[src/shared/dspmc_pkg.sv]
// shared constants, states and carriers for the deep stop power mode control
package dspmc_pkg;

    // apb register byte offsets
    localparam logic [7:0] DSPMC_OFS_CTRL    = 8'h00;
    localparam logic [7:0] DSPMC_OFS_CLKGEN  = 8'h04;
    localparam logic [7:0] DSPMC_OFS_STATUS  = 8'h08;

    // control register fields
    localparam int DSPMC_CTRL_STOP_ALLOW   = 0;
    localparam int DSPMC_CTRL_PPD_SELECT   = 1;
    localparam int DSPMC_CTRL_UV_ON        = 2;
    localparam int DSPMC_CTRL_UV_IN_STOP   = 3;
    localparam int DSPMC_CTRL_UV_TRIP_HIGH = 4;
    localparam int DSPMC_CTRL_RTC_ON       = 5;
    localparam int DSPMC_CTRL_ADC_ASYNC    = 6;
    localparam int DSPMC_CTRL_W            = 7;
    localparam logic [6:0] DSPMC_CTRL_RST  = 7'h04;

    // clock generator control fields
    localparam int DSPMC_CG_INT_REF_ON     = 0;
    localparam int DSPMC_CG_INT_REF_KEEP   = 1;
    localparam int DSPMC_CG_EXT_REF_ON     = 2;
    localparam int DSPMC_CG_EXT_REF_KEEP   = 3;
    localparam int DSPMC_CG_RANGE_HIGH     = 4;
    localparam int DSPMC_CG_W              = 5;
    localparam logic [4:0] DSPMC_CG_RST    = 5'h00;

    // status register fields
    localparam int DSPMC_ST_FLAG           = 0;
    localparam int DSPMC_ST_ACK            = 1;
    localparam int DSPMC_ST_MODE_LO        = 2;
    localparam int DSPMC_ST_LATCHED        = 4;

    // power-on style reset stretch after a deep stop wake
    localparam int          DSPMC_WAKE_RST_CYC = 16;
    localparam logic [15:0] DSPMC_RESET_VECTOR = 16'hfffe;

    typedef enum logic [1:0] {
        DSPMC_RUN        = 2'b00,
        DSPMC_LIGHT_STOP = 2'b01,
        DSPMC_DEEP_STOP  = 2'b10,
        DSPMC_WAKE_RST   = 2'b11
    } dspmc_state_e;

    // power and clock controls to the rest of the chip
    typedef struct packed {
        logic core_pwr_on;     // cpu, nvm, port regs, serial, timer, can
        logic ram_pwr_on;
        logic periph_clk_on;
        logic debug_clk_on;
        logic comparator_on;
        logic adc_on;
        logic int_ref_on;
        logic crystal_oscillator_on;
        logic rtc_on;
        logic vreg_full;
    } dspmc_pwr_s;

endpackage : dspmc_pkg

[src/dspmc_pin_hold.sv]
// per-pin hold latch and port/peripheral pin mux
`timescale 1ns/1ps
module dspmc_pin_hold
    import dspmc_pkg::*;
#(
    parameter int NPIN = 8
) (
    input  wire logic            clk_sys,
    input  wire logic            rst_n,
    input  wire logic            hold_closed,
    input  wire logic [NPIN-1:0] port_do,
    input  wire logic [NPIN-1:0] port_oe,
    input  wire logic [NPIN-1:0] periph_en,
    input  wire logic [NPIN-1:0] periph_do,
    input  wire logic [NPIN-1:0] periph_oe,
    output logic      [NPIN-1:0] pin_o,
    output logic      [NPIN-1:0] pin_oe
);

    genvar i;
    generate
        for (i = 0; i < NPIN; i++) begin : g_pin
            // while closed the flop simply keeps its value
            always_ff @(posedge clk_sys or negedge rst_n) begin
                if (!rst_n) begin
                    pin_o[i]  <= 1'b0;
                    pin_oe[i] <= 1'b0;
                end else if (!hold_closed) begin
                    pin_o[i]  <= periph_en[i] ? periph_do[i] : port_do[i];
                    pin_oe[i] <= periph_en[i] ? periph_oe[i] : port_oe[i];
                end
            end
        end
    endgenerate

    a_pin_frozen: assert property (@(posedge clk_sys) disable iff (!rst_n)
        hold_closed |=> $stable(pin_o) && $stable(pin_oe))
        else $error("pin state moved while hold latch closed");

    a_pin_follow_port: assert property (@(posedge clk_sys) disable iff (!rst_n)
        !hold_closed && periph_en == '0 |=> pin_o == $past(port_do))
        else $error("open pin not driven from port register");

endmodule : dspmc_pin_hold

[src/dspmc_top.sv]
// deep stop power mode control: mode selection, wake, pin hold, apb regs
//
// Our own choices: the APB slave port and the placing of the registers.
`timescale 1ns/1ps
module dspmc_top
    import dspmc_pkg::*;
#(
    parameter int NPIN = 8,
    parameter int AW   = 8
) (
    input  wire logic            clk_sys,
    input  wire logic            rst_n,
    // apb slave
    input  wire logic            psel,
    input  wire logic            penable,
    input  wire logic            pwrite,
    input  wire logic [AW-1:0]   paddr,
    input  wire logic [31:0]     pwdata,
    output logic      [31:0]     prdata,
    output logic                 pready,
    output logic                 pslverr,
    // cpu and wake sources
    input  wire logic            stop_exec,
    input  wire logic            debug_in_stop_allow,
    input  wire logic            ext_reset_req,
    input  wire logic            rtc_wake,
    input  wire logic            light_wake_irq,
    input  wire logic            supply_below_trip,
    // pin sources
    input  wire logic [NPIN-1:0] port_do,
    input  wire logic [NPIN-1:0] port_oe,
    input  wire logic [NPIN-1:0] periph_en,
    input  wire logic [NPIN-1:0] periph_do,
    input  wire logic [NPIN-1:0] periph_oe,
    // outputs to the chip
    output logic [NPIN-1:0]      pin_o,
    output logic [NPIN-1:0]      pin_oe,
    output dspmc_pwr_s           pwr,
    output logic                 illegal_op_reset,
    output logic                 chip_reset,
    output logic                 uv_reset_on,
    output logic                 uv_trip_high,
    output logic                 fetch_vector,
    output logic [15:0]          fetch_addr
);

    dspmc_state_e                   state_q;
    logic [DSPMC_CTRL_W-1:0]        ctrl_q;
    logic [DSPMC_CG_W-1:0]          cg_q;
    logic                           flag_q;
    logic                           latched_q;
    logic [4:0]                     wake_cnt_q;
    dspmc_pwr_s                     pwr_q;
    logic [31:0]                    prdata_q;
    logic                           pready_q;
    logic                           pslverr_q;
    logic                           illegal_q;
    logic                           chip_reset_q;
    logic                           fetch_q;

    logic uv_full_stop;
    logic deep_pick;
    logic wr_acc;
    logic ack_wr;
    logic wake_deep;
    logic wake_done;
    logic mapped;

    assign uv_full_stop = ctrl_q[DSPMC_CTRL_UV_ON] &
                          ctrl_q[DSPMC_CTRL_UV_IN_STOP];
    assign deep_pick    = !debug_in_stop_allow && !uv_full_stop &&
                          ctrl_q[DSPMC_CTRL_PPD_SELECT];
    assign wr_acc       = psel && penable && pready_q && pwrite;
    assign mapped       = paddr == AW'(DSPMC_OFS_CTRL) ||
                          paddr == AW'(DSPMC_OFS_CLKGEN) ||
                          paddr == AW'(DSPMC_OFS_STATUS);
    assign ack_wr       = wr_acc && paddr == AW'(DSPMC_OFS_STATUS) &&
                          pwdata[DSPMC_ST_ACK];
    // rtc counts only while enabled, so its wake is gated the same way
    assign wake_deep    = ext_reset_req ||
                          (rtc_wake && ctrl_q[DSPMC_CTRL_RTC_ON]);
    assign wake_done    = wake_cnt_q == 5'(DSPMC_WAKE_RST_CYC - 1) &&
                          !supply_below_trip;

    // mode sequencing
    always_ff @(posedge clk_sys or negedge rst_n) begin
        if (!rst_n) begin
            state_q <= DSPMC_RUN;
        end else begin
            case (state_q)
                DSPMC_RUN: begin
                    if (stop_exec && ctrl_q[DSPMC_CTRL_STOP_ALLOW]) begin
                        state_q <= deep_pick ? DSPMC_DEEP_STOP
                                             : DSPMC_LIGHT_STOP;
                    end
                end
                DSPMC_LIGHT_STOP: begin
                    if (ext_reset_req || light_wake_irq) begin
                        state_q <= DSPMC_RUN;
                    end
                end
                DSPMC_DEEP_STOP: begin
                    if (wake_deep) begin
                        state_q <= DSPMC_WAKE_RST;
                    end
                end
                DSPMC_WAKE_RST: begin
                    if (wake_done) begin
                        state_q <= DSPMC_RUN;
                    end
                end
                default: state_q <= DSPMC_RUN;
            endcase
        end
    end

    // reset stretch counter, saturates while the supply is still low
    always_ff @(posedge clk_sys or negedge rst_n) begin
        if (!rst_n) begin
            wake_cnt_q <= 5'h00;
        end else if (state_q != DSPMC_WAKE_RST) begin
            wake_cnt_q <= 5'h00;
        end else if (wake_cnt_q != 5'(DSPMC_WAKE_RST_CYC - 1)) begin
            wake_cnt_q <= wake_cnt_q + 5'h01;
        end
    end

    // chip reset, illegal stop and vector fetch strobes
    always_ff @(posedge clk_sys or negedge rst_n) begin
        if (!rst_n) begin
            illegal_q    <= 1'b0;
            chip_reset_q <= 1'b0;
            fetch_q      <= 1'b0;
        end else begin
            illegal_q    <= state_q == DSPMC_RUN && stop_exec &&
                            !ctrl_q[DSPMC_CTRL_STOP_ALLOW];
            chip_reset_q <= state_q == DSPMC_WAKE_RST && !wake_done;
            fetch_q      <= state_q == DSPMC_WAKE_RST && wake_done;
        end
    end

    // control registers; a deep stop wake returns them to reset values
    always_ff @(posedge clk_sys or negedge rst_n) begin
        if (!rst_n) begin
            ctrl_q <= DSPMC_CTRL_RST;
            cg_q   <= DSPMC_CG_RST;
        end else if (state_q == DSPMC_WAKE_RST) begin
            ctrl_q <= DSPMC_CTRL_RST;
            cg_q   <= DSPMC_CG_RST;
        end else if (wr_acc && paddr == AW'(DSPMC_OFS_CTRL)) begin
            ctrl_q <= pwdata[DSPMC_CTRL_W-1:0];
        end else if (wr_acc && paddr == AW'(DSPMC_OFS_CLKGEN)) begin
            cg_q   <= pwdata[DSPMC_CG_W-1:0];
        end
    end

    // recovery flag and pin hold survive the wake; set wins over ack
    always_ff @(posedge clk_sys or negedge rst_n) begin
        if (!rst_n) begin
            flag_q    <= 1'b0;
            latched_q <= 1'b0;
        end else begin
            if (state_q == DSPMC_WAKE_RST) begin
                flag_q <= 1'b1;
            end else if (ack_wr) begin
                flag_q <= 1'b0;
            end
            if (state_q == DSPMC_RUN && stop_exec &&
                ctrl_q[DSPMC_CTRL_STOP_ALLOW] && deep_pick) begin
                latched_q <= 1'b1;
            end else if (ack_wr && state_q == DSPMC_RUN) begin
                latched_q <= 1'b0;
            end
        end
    end

    // power domains and keep-alive decisions per mode
    always_ff @(posedge clk_sys or negedge rst_n) begin
        if (!rst_n) begin
            pwr_q <= '{core_pwr_on: 1'b1, ram_pwr_on: 1'b1,
                       periph_clk_on: 1'b1, debug_clk_on: 1'b1,
                       comparator_on: 1'b1, adc_on: 1'b1,
                       int_ref_on: 1'b1, crystal_oscillator_on: 1'b1,
                       rtc_on: 1'b1, vreg_full: 1'b1};
        end else begin
            case (state_q)
                DSPMC_LIGHT_STOP: begin
                    pwr_q.core_pwr_on   <= 1'b1;
                    pwr_q.ram_pwr_on    <= 1'b1;
                    pwr_q.periph_clk_on <= 1'b0;
                    pwr_q.debug_clk_on  <= debug_in_stop_allow;
                    pwr_q.comparator_on <= ctrl_q[DSPMC_CTRL_UV_ON];
                    pwr_q.adc_on        <= ctrl_q[DSPMC_CTRL_ADC_ASYNC] &&
                                           ctrl_q[DSPMC_CTRL_UV_ON];
                    pwr_q.int_ref_on    <= cg_q[DSPMC_CG_INT_REF_ON] &&
                                           cg_q[DSPMC_CG_INT_REF_KEEP];
                    pwr_q.crystal_oscillator_on       <= cg_q[DSPMC_CG_EXT_REF_ON] &&
                                           cg_q[DSPMC_CG_EXT_REF_KEEP] &&
                                           (!cg_q[DSPMC_CG_RANGE_HIGH] ||
                                            ctrl_q[DSPMC_CTRL_UV_ON]);
                    pwr_q.rtc_on        <= ctrl_q[DSPMC_CTRL_RTC_ON];
                    pwr_q.vreg_full     <= ctrl_q[DSPMC_CTRL_UV_ON] ||
                                           debug_in_stop_allow;
                end
                DSPMC_DEEP_STOP: begin
                    pwr_q.core_pwr_on   <= 1'b0;
                    pwr_q.ram_pwr_on    <= 1'b1;
                    pwr_q.periph_clk_on <= 1'b0;
                    pwr_q.debug_clk_on  <= 1'b0;
                    pwr_q.comparator_on <= 1'b0;
                    pwr_q.adc_on        <= 1'b0;
                    pwr_q.int_ref_on    <= 1'b0;
                    pwr_q.crystal_oscillator_on       <= 1'b0;
                    pwr_q.rtc_on        <= ctrl_q[DSPMC_CTRL_RTC_ON];
                    pwr_q.vreg_full     <= ctrl_q[DSPMC_CTRL_UV_ON];
                end
                default: begin
                    pwr_q <= '{core_pwr_on: 1'b1, ram_pwr_on: 1'b1,
                               periph_clk_on: 1'b1, debug_clk_on: 1'b1,
                               comparator_on: 1'b1, adc_on: 1'b1,
                               int_ref_on: 1'b1, crystal_oscillator_on: 1'b1,
                               rtc_on: 1'b1, vreg_full: 1'b1};
                end
            endcase
        end
    end

    // apb: no wait state; read data is registered in the setup phase so it leaves a flop
    always_ff @(posedge clk_sys or negedge rst_n) begin
        if (!rst_n) begin
            pready_q  <= 1'b0;
            pslverr_q <= 1'b0;
            prdata_q  <= 32'h0000_0000;
        end else begin
            pready_q  <= psel && !penable;
            pslverr_q <= psel && !penable && !mapped;
            prdata_q  <= 32'h0000_0000;
            if (psel && !penable && !pwrite) begin
                if (paddr == AW'(DSPMC_OFS_CTRL)) begin
                    prdata_q[DSPMC_CTRL_W-1:0] <= ctrl_q;
                end else if (paddr == AW'(DSPMC_OFS_CLKGEN)) begin
                    prdata_q[DSPMC_CG_W-1:0] <= cg_q;
                end else if (paddr == AW'(DSPMC_OFS_STATUS)) begin
                    prdata_q[DSPMC_ST_FLAG] <= flag_q;
                    prdata_q[DSPMC_ST_MODE_LO +: 2] <= state_q;
                    prdata_q[DSPMC_ST_LATCHED] <= latched_q;
                end
            end
        end
    end

    dspmc_pin_hold #(
        .NPIN (NPIN)
    ) u_pin_hold (
        .clk_sys     (clk_sys),
        .rst_n       (rst_n),
        .hold_closed (latched_q),
        .port_do     (port_do),
        .port_oe     (port_oe),
        .periph_en   (periph_en),
        .periph_do   (periph_do),
        .periph_oe   (periph_oe),
        .pin_o       (pin_o),
        .pin_oe      (pin_oe)
    );

    assign prdata           = prdata_q;
    assign pready           = pready_q;
    assign pslverr          = pslverr_q;
    assign pwr              = pwr_q;
    assign illegal_op_reset = illegal_q;
    assign chip_reset       = chip_reset_q;
    assign uv_reset_on      = ctrl_q[DSPMC_CTRL_UV_ON];
    assign uv_trip_high     = ctrl_q[DSPMC_CTRL_UV_TRIP_HIGH];
    assign fetch_vector     = fetch_q;
    assign fetch_addr       = DSPMC_RESET_VECTOR;

    a_stop_refused: assert property (@(posedge clk_sys) disable iff (!rst_n)
        state_q == DSPMC_RUN && stop_exec && !ctrl_q[DSPMC_CTRL_STOP_ALLOW]
        |=> illegal_op_reset && state_q == DSPMC_RUN)
        else $error("stop not refused while disallowed");

    a_deep_choice: assert property (@(posedge clk_sys) disable iff (!rst_n)
        state_q == DSPMC_RUN && stop_exec && ctrl_q[DSPMC_CTRL_STOP_ALLOW]
        |=> state_q == ($past(deep_pick) ? DSPMC_DEEP_STOP
                                         : DSPMC_LIGHT_STOP))
        else $error("wrong stop mode chosen");

    a_ram_kept: assert property (@(posedge clk_sys) disable iff (!rst_n)
        state_q == DSPMC_DEEP_STOP |=> pwr.ram_pwr_on && !pwr.core_pwr_on)
        else $error("deep stop power domains wrong");

    a_wake_entry: assert property (@(posedge clk_sys) disable iff (!rst_n)
        state_q == DSPMC_DEEP_STOP && wake_deep
        |=> state_q == DSPMC_WAKE_RST ##1 chip_reset)
        else $error("deep stop wake did not reset chip");

    a_wake_flag: assert property (@(posedge clk_sys) disable iff (!rst_n)
        state_q == DSPMC_WAKE_RST |=> flag_q && latched_q)
        else $error("recovery flag not set on wake");

    a_flag_sticky: assert property (@(posedge clk_sys) disable iff (!rst_n)
        flag_q && !ack_wr |=> flag_q)
        else $error("recovery flag cleared without ack");

    a_clk_gated: assert property (@(posedge clk_sys) disable iff (!rst_n)
        state_q inside {DSPMC_LIGHT_STOP, DSPMC_DEEP_STOP}
        |=> !pwr.periph_clk_on)
        else $error("peripheral clock running in stop");

    a_low_hold: assert property (@(posedge clk_sys) disable iff (!rst_n)
        state_q == DSPMC_WAKE_RST && supply_below_trip
        |=> chip_reset && state_q == DSPMC_WAKE_RST && uv_reset_on
            && !uv_trip_high)
        else $error("reset released while supply low");

    a_regs_cleared: assert property (@(posedge clk_sys) disable iff (!rst_n)
        state_q == DSPMC_WAKE_RST |=> ctrl_q == DSPMC_CTRL_RST
            && cg_q == DSPMC_CG_RST)
        else $error("control registers not reset on wake");

endmodule : dspmc_top

[config.mk]
export PLATFORM = sky130hd
export DESIGN_NAME = dspmc_top
export DESIGN_NICKNAME = d
export VERILOG_FILES = /design/src/shared/dspmc_pkg.sv /design/src/dspmc_pin_hold.sv /design/src/dspmc_top.sv
export SDC_FILE = /design/constraint.sdc
export NUM_CORES = 1
export LEC_CHECK = 0
export ABC_CLOCK_PERIOD_IN_PS = 2260
export BUFFER_PORTS_ARGS = -buffer_cell sky130_fd_sc_hd__buf_2
export CORE_MARGIN = 5
export CORE_UTILIZATION = 43
export DETAILED_ROUTE_END_ITERATION = 16
export PLACE_DENSITY_LB_ADDON = 0.15
export SLEW_MARGIN = 20
export SYNTH_ARGS = -nofsm -noshare
export SYNTH_HDL_FRONTEND = slang
export SYNTH_SLANG_ARGS = --single-unit
[constraint.sdc]
create_clock -name clk_sys -period 2.26 [get_ports clk_sys]
set_input_delay 0.339 -clock clk_sys [delete_from_list [all_inputs] [get_ports clk_sys]]
set_output_delay 0.339 -clock clk_sys [all_outputs]
set_load 0.03 [all_outputs]
# After elaboration in Yosys (flattened, before gate mapping)

Index checks and enable logic that the tools add are counted.

Memory bits (read-only): 0
Latch bits: 0
Memory bits (writable): 0
Output and inout port bits: 81
Memories kept: 0
Logic and storage cells: 145
Register bits after elaboration: 59

Bitwise gates (word level): 1
Shift operators: 0
Mux-type cells: 42
Add/sub/neg operators: 1
Reductions and logical operators: 50
Div/mod/pow operators: 0
Magnitude comparators: 0
$mul: 0
Equality and inequality tests: 13

Operator list:

| operator                                            | count |
|---|---|
| 2-to-1 mux 5 bit                                    | 6 |
| logical AND 1 bit                                   | 26 |
| 2-to-1 mux 1 bit                                    | 23 |
| 2-to-1 mux 7 bit                                    | 3 |
| case mux 10 bit (2 select lines)                    | 1 |
| 2-to-1 mux 2 bit                                    | 6 |
| != test 2 bit, second input constant                | 6 |
| nonzero test 2 bit                                  | 5 |
| logical NOT 1 bit                                   | 9 |
| equality test 8 x 3 -> 1 bit, second input constant | 1 |
| equality test 8 x 4 -> 1 bit, second input constant | 1 |
| logical NOT 8 bit                                   | 1 |
| case mux 2 bit (4 select lines)                     | 1 |
| logical OR 1 bit                                    | 6 |
| 2-to-1 mux 3 bit                                    | 2 |
| adder 5 x 1 -> 5 bit, second input constant         | 1 |
| equality test 5 x 4 -> 1 bit, second input constant | 1 |
| != test 5 x 4 -> 1 bit, second input constant       | 1 |
| equality test 2 bit, second input constant          | 2 |
| AND reduction 4 bit                                 | 1 |
| equality test 2 x 1 -> 1 bit, second input constant | 1 |
| logical NOT 2 bit                                   | 1 |
| AND reduction 2 bit                                 | 1 |
| bitwise AND 1 bit                                   | 1 |

# Longest topological paths before layout

Depth in word-level cells: 8
Depth in mapped cells: 8
Gate-level depth less buffers: 7

# Cells and area by module

From an unflattened synthesis, not the netlist that was laid out.

Cells, all modules: 275
Area total of the unflattened synthesis: 2951.6 um2

By module, submodules not included:

| module         | area an instance (um2) | sequential area each (um2) | cells an instance | instances |
|---|---|---|---|---|
| dspmc_top      | 2202.1                 | 1063.5                     | 208               | 1 |
| dspmc_pin_hold | 749.5                  | 400.4                      | 67                | 1 |

# Least setup slack after synthesis

Ideal clock, no wire load.

Path kind: register to register
From: register wake_cnt_q[0]
To: register state_q[0]
Setup slack: 0.178 ns
Cell stages (with the launch flop): 9
Data arrival time: 1.957 ns
Setup time: 0.125 ns
Path buffers: 1
Cells stage by stage: dfrtp_1 -> ha_1 -> and3_1 -> ha_1 -> buf_6 -> nand2b_4 -> and2_4 -> or4_4 -> mux2_4

Longest elaborated chain between the ends: 4

Ends and longest elaborated chain:

| what                                 | line             | source |
|---|---|---|
| start, declared                      | dspmc_top.sv:52  | `logic [4:0] wake_cnt_q;` |
| start signal, assigned               | dspmc_top.sv:124 | `wake_cnt_q <= wake_cnt_q + 5'h01;` |
| equality test 5 x 4 -> 1 bit         | dspmc_top.sv:82  | `assign wake_done = wake_cnt_q == 5'(DSPMC_WAKE_RST_CYC - 1) &&` |
| logical AND 1 bit                    | dspmc_top.sv:82  |  |
| != test 2 bit (no source line)       | n/a              |  |
| AND reduction 4 bit (no source line) | n/a              |  |
| end signal, assigned                 | dspmc_top.sv:93  | `state_q <= deep_pick ? DSPMC_DEEP_STOP` |
| end, declared                        | dspmc_top.sv:47  | `dspmc_state_e state_q;` |

Every way passes these cells.
A chain may end at the register's enable or synchronous reset.

# Worst setup path after layout

Same ends and word-level chain as after synthesis.

==> qor.csv <==
stage;metric;value;unit
clocking;clock buffer depth;2;
placement;GP Congestion;0.7583;
clocking;Post-CTS Resized;0;
finish;commonest non-fill, non-tap cell in the layout;buf_2;
routing;Vias;2156;
finish;synth-to-layout area growth;20.80;%
sta;setup TNS;0;ns
clocking;TritonCTS Buffers;9;
setup_path;worst setup path class;flip-flop to flip-flop;
floorplanning;Core Region;0.006681;mm^2
global_routing;largest net degree at the start of global routing;59;
sta;worst setup margin;0.1575;ns
logic_synthesis;yosys warns;0;
setup_path;R2R depth;7;
logic_synthesis;EDFF count, synth;0;
finish;most frequent cells in the layout;buf_2, dfrtp_1, conb_1;
global_routing;first-pass GRT wire length;10200;um
global_routing;vias in the first global route;2158;
global_routing;Total Routing Usage GR;15.11;%
global_routing;GRT Residual Overflow;0;
logic_synthesis;Syn Inst Count;276;
routing;drt drc;0;
finish;Layout fillers;652;
routing;detailed router's first-iteration violation count;66;
placement;HPWL after DPL;4955;um
setup_path;CP bufs+invs;0;
setup_path;R2R setup slack;0.16;ns
sta;relative slew slack;39.22;%
logic_synthesis;Yosys top cell area share;41.17;%
global_routing;initial antenna violation count;0;
finish;diode count;0;
run;number of max-cap violations;0;
sta;Max Freq;0.4756;GHz
setup_path;ordered list of cells on the worst path;ha_1, and3_1, ha_1, nand2b_4, and2_4, or4_4, mux2_4;
floorplanning;Die Wd;92.38;um
clocking;clock sink count;58;
setup_path;Slowest-stage cell, CP;or4_4;
logic_synthesis;leading area contributor after synthesis;dfrtp_1;
sta;Final setup violation count;0;
clocking;Hold-fix buffers, CTS;0;
clocking;Clk pin slew, worst setup/hold paths;0.06;ns
clocking;# H-tree levels;3;
finish;layout cells sized above 1;34.96;%
logic_synthesis;top_reg_cell synth;dfrtp_1;
logic_synthesis;Seq cells post-synth;58;
outcome;status;finished, final reports clean;
clocking;Skew-Pair Late Insertion Delay;0.33;ns
floorplanning;Ports;172;
setup_path;Top cell by count, worst path;ha_1;
min_path;Hold WC Path Type;input pin to asynchronous set/reset pin;
routing;1st-pass router iterations;4;
routing;Routed WL per cell;13.67;um
logic_synthesis;Async SR Flop Fraction;100.0;%
sta;RSZ-0062 raised after global routing;no;
logic_synthesis;Mapped Area;0.002918;mm^2
routing;vias per cell;4.597;
setup_path;Critical Path AT;2.31;ns
placement;PortBufs;104;
setup_path;kind of cell with the highest combined delay on the critical path;simple AND/OR/NAND/NOR gates;
setup_path;Setup crit end kind;flip-flop;
sta;Slew Viols, Final;0;
setup_path;Critical Path Max Stage Delay;0.55;ns
sta;Setup Skew;0.008918;ns
sta;Min Clock Period, post-route;2.102;ns
setup_path;worst-path fanout max;3;
floorplanning;FP Rows;30;
power_and_ir_drop;PwrDens;1044;mW/mm^2
clocking;Post-CTS Setup Bufs;0;
setup_path;CP required;2.47;ns
logic_synthesis;Seq/Total Area, Yosys;50.17;%
floorplanning;die area;0.008533;mm^2
setup_path;FF-to-FF End;state_q[0];
setup_path;Setup crit start kind;flip-flop;
power_and_ir_drop;leakage power;1.919;nW
routing;total routed wirelength;6411;um
sta;period utilisation layout;93.03;%
clocking;CTS tree;built;
logic_synthesis;Syn Area/Cell;10.57;um^2
sta;final hold vios;0;
power_and_ir_drop;highest ir drop seen on vdd;722.7;uV
floorplanning;Die Y;92.38;um
finish;Nets;481;
placement;worst slack, placed;0.1421;ns
setup_path;R2R Path Start;wake_cnt_q[0];
clocking;Root Buffer Master;clkbuf_8;
logic_synthesis;synth top area cells;dfrtp_1, mux2i_1, buf_4;
floorplanning;Initial Util;43.67;%
sta;Worst-Margin Slew;0.9116;ns
routing;antenna-violating nets left;0;
logic_synthesis;Distinct cells, synth;39;
-- worst max path at each step --
stage / slack (ns) / from / depth (start not counted) / to
6_report: 0.16 / wake_cnt_q[0] / 7 / state_q[0]
5_1_grt: 0.06 / wake_cnt_q[0] / 7 / state_q[0]
4_1_cts: 0.14 / wake_cnt_q[0] / 7 / state_q[0]
3_5_place_dp: 0.14 / wake_cnt_q[0] / 7 / state_q[0]
3_3_place_gp: 0.18 / wake_cnt_q[0] / 7 / state_q[0]
2_1_floorplan: 0.18 / wake_cnt_q[0] / 8 / state_q[0]
-- final cells by class --
type                            instances  area, um^2  area share, %
Inverter                                8       30.03         0.8520
Timing Repair Buffer                  108       563.0          15.97
Clock inverter                          1       5.005         0.1420
Multi-Input combinational cell        199        1216          34.50
Sequential cell                        58        1464          41.53
Tap cell                               80       100.1          2.840
Clock buffer                           15       146.4          4.153
-- cells by family after synthesis --
| kind of cell | count (synthesis) | share of synthesized area, % |
|---|---|---|
| simple gates | 75 | 12.86 |
| xor+xnor | 3 | 0.9007 |
| mux | 36 | 12.52 |
| other cells | 2 | 0.2574 |
| flops | 58 | 50.17 |
| buf+inv | 59 | 13.29 |
| fa+ha+maj | 6 | 2.573 |
| compound gates | 37 | 7.419 |
-- layer usage --
layer	up-vias	GRT usage (%)	wire length [um]
li1	1058	-	-
met1	994	17.35	2551
met2	92	25.50	3181
met3	12	4.874	581
met4	0	7.054	96
met5	-	0	0
-- sequential cells by signal, indices dropped and copies added (netlist names) --
| name | cells |
|---|---|
| state_q | 2 |
| latched_q | 1 |
| cg_q | 5 |
| illegal_op_reset | 1 |
| wake_cnt_q | 5 |
| pready | 1 |
| u_pin_hold.pin_o | 8 |
| ctrl_q | 7 |
| prdata | 7 |
| pslverr | 1 |
| fetch_vector | 1 |
| flag_q | 1 |
| chip_reset | 1 |
| u_pin_hold.pin_oe | 8 |
| pwr | 9 |
-- stage by stage --
step / util [%] / hold slack [ns] / instance area (um^2) / instances / power [mW]
2_1_floorplan: - / 0.04341 / 3068 / 316 / 2.562
3_3_place_gp: 50.49 / 0.3679 / 3373 / 453 / 2.923
3_5_place_dp: 50.49 / 0.3711 / 3373 / 453 / 2.943
4_1_cts: 52.75 / 0.01107 / 3525 / 469 / 3.746
5_1_grt: 52.75 / 0.02478 / 3525 / 469 / 3.929
6_report: 52.75 / 0.002373 / 3525 / 469 / 3.680
-- synth_stat cells (2+ instances only) --
master,n
ha_1,6
nand4_1,2
clkbuf_1,6
nand2_1,20
and4_1,2
nor3b_1,4
dfstp_2,10
nand2b_1,2
dfrtp_1,48
inv_1,8
a21o_1,3
mux2i_1,35
o21ai_0,18
a31o_2,2
a211oi_1,2
nor3_1,2
a21oi_1,9
nor2b_1,2
conb_1,2
nor2_1,32
xor2_1,2
buf_4,42
-- report_power, final --
part	switching [mW]	internal, mW
clock network	0.372	0.399
logic	0.918	0.436
registers	0.203	1.35
No activity file was read; power rests on OpenSTA's default activity.
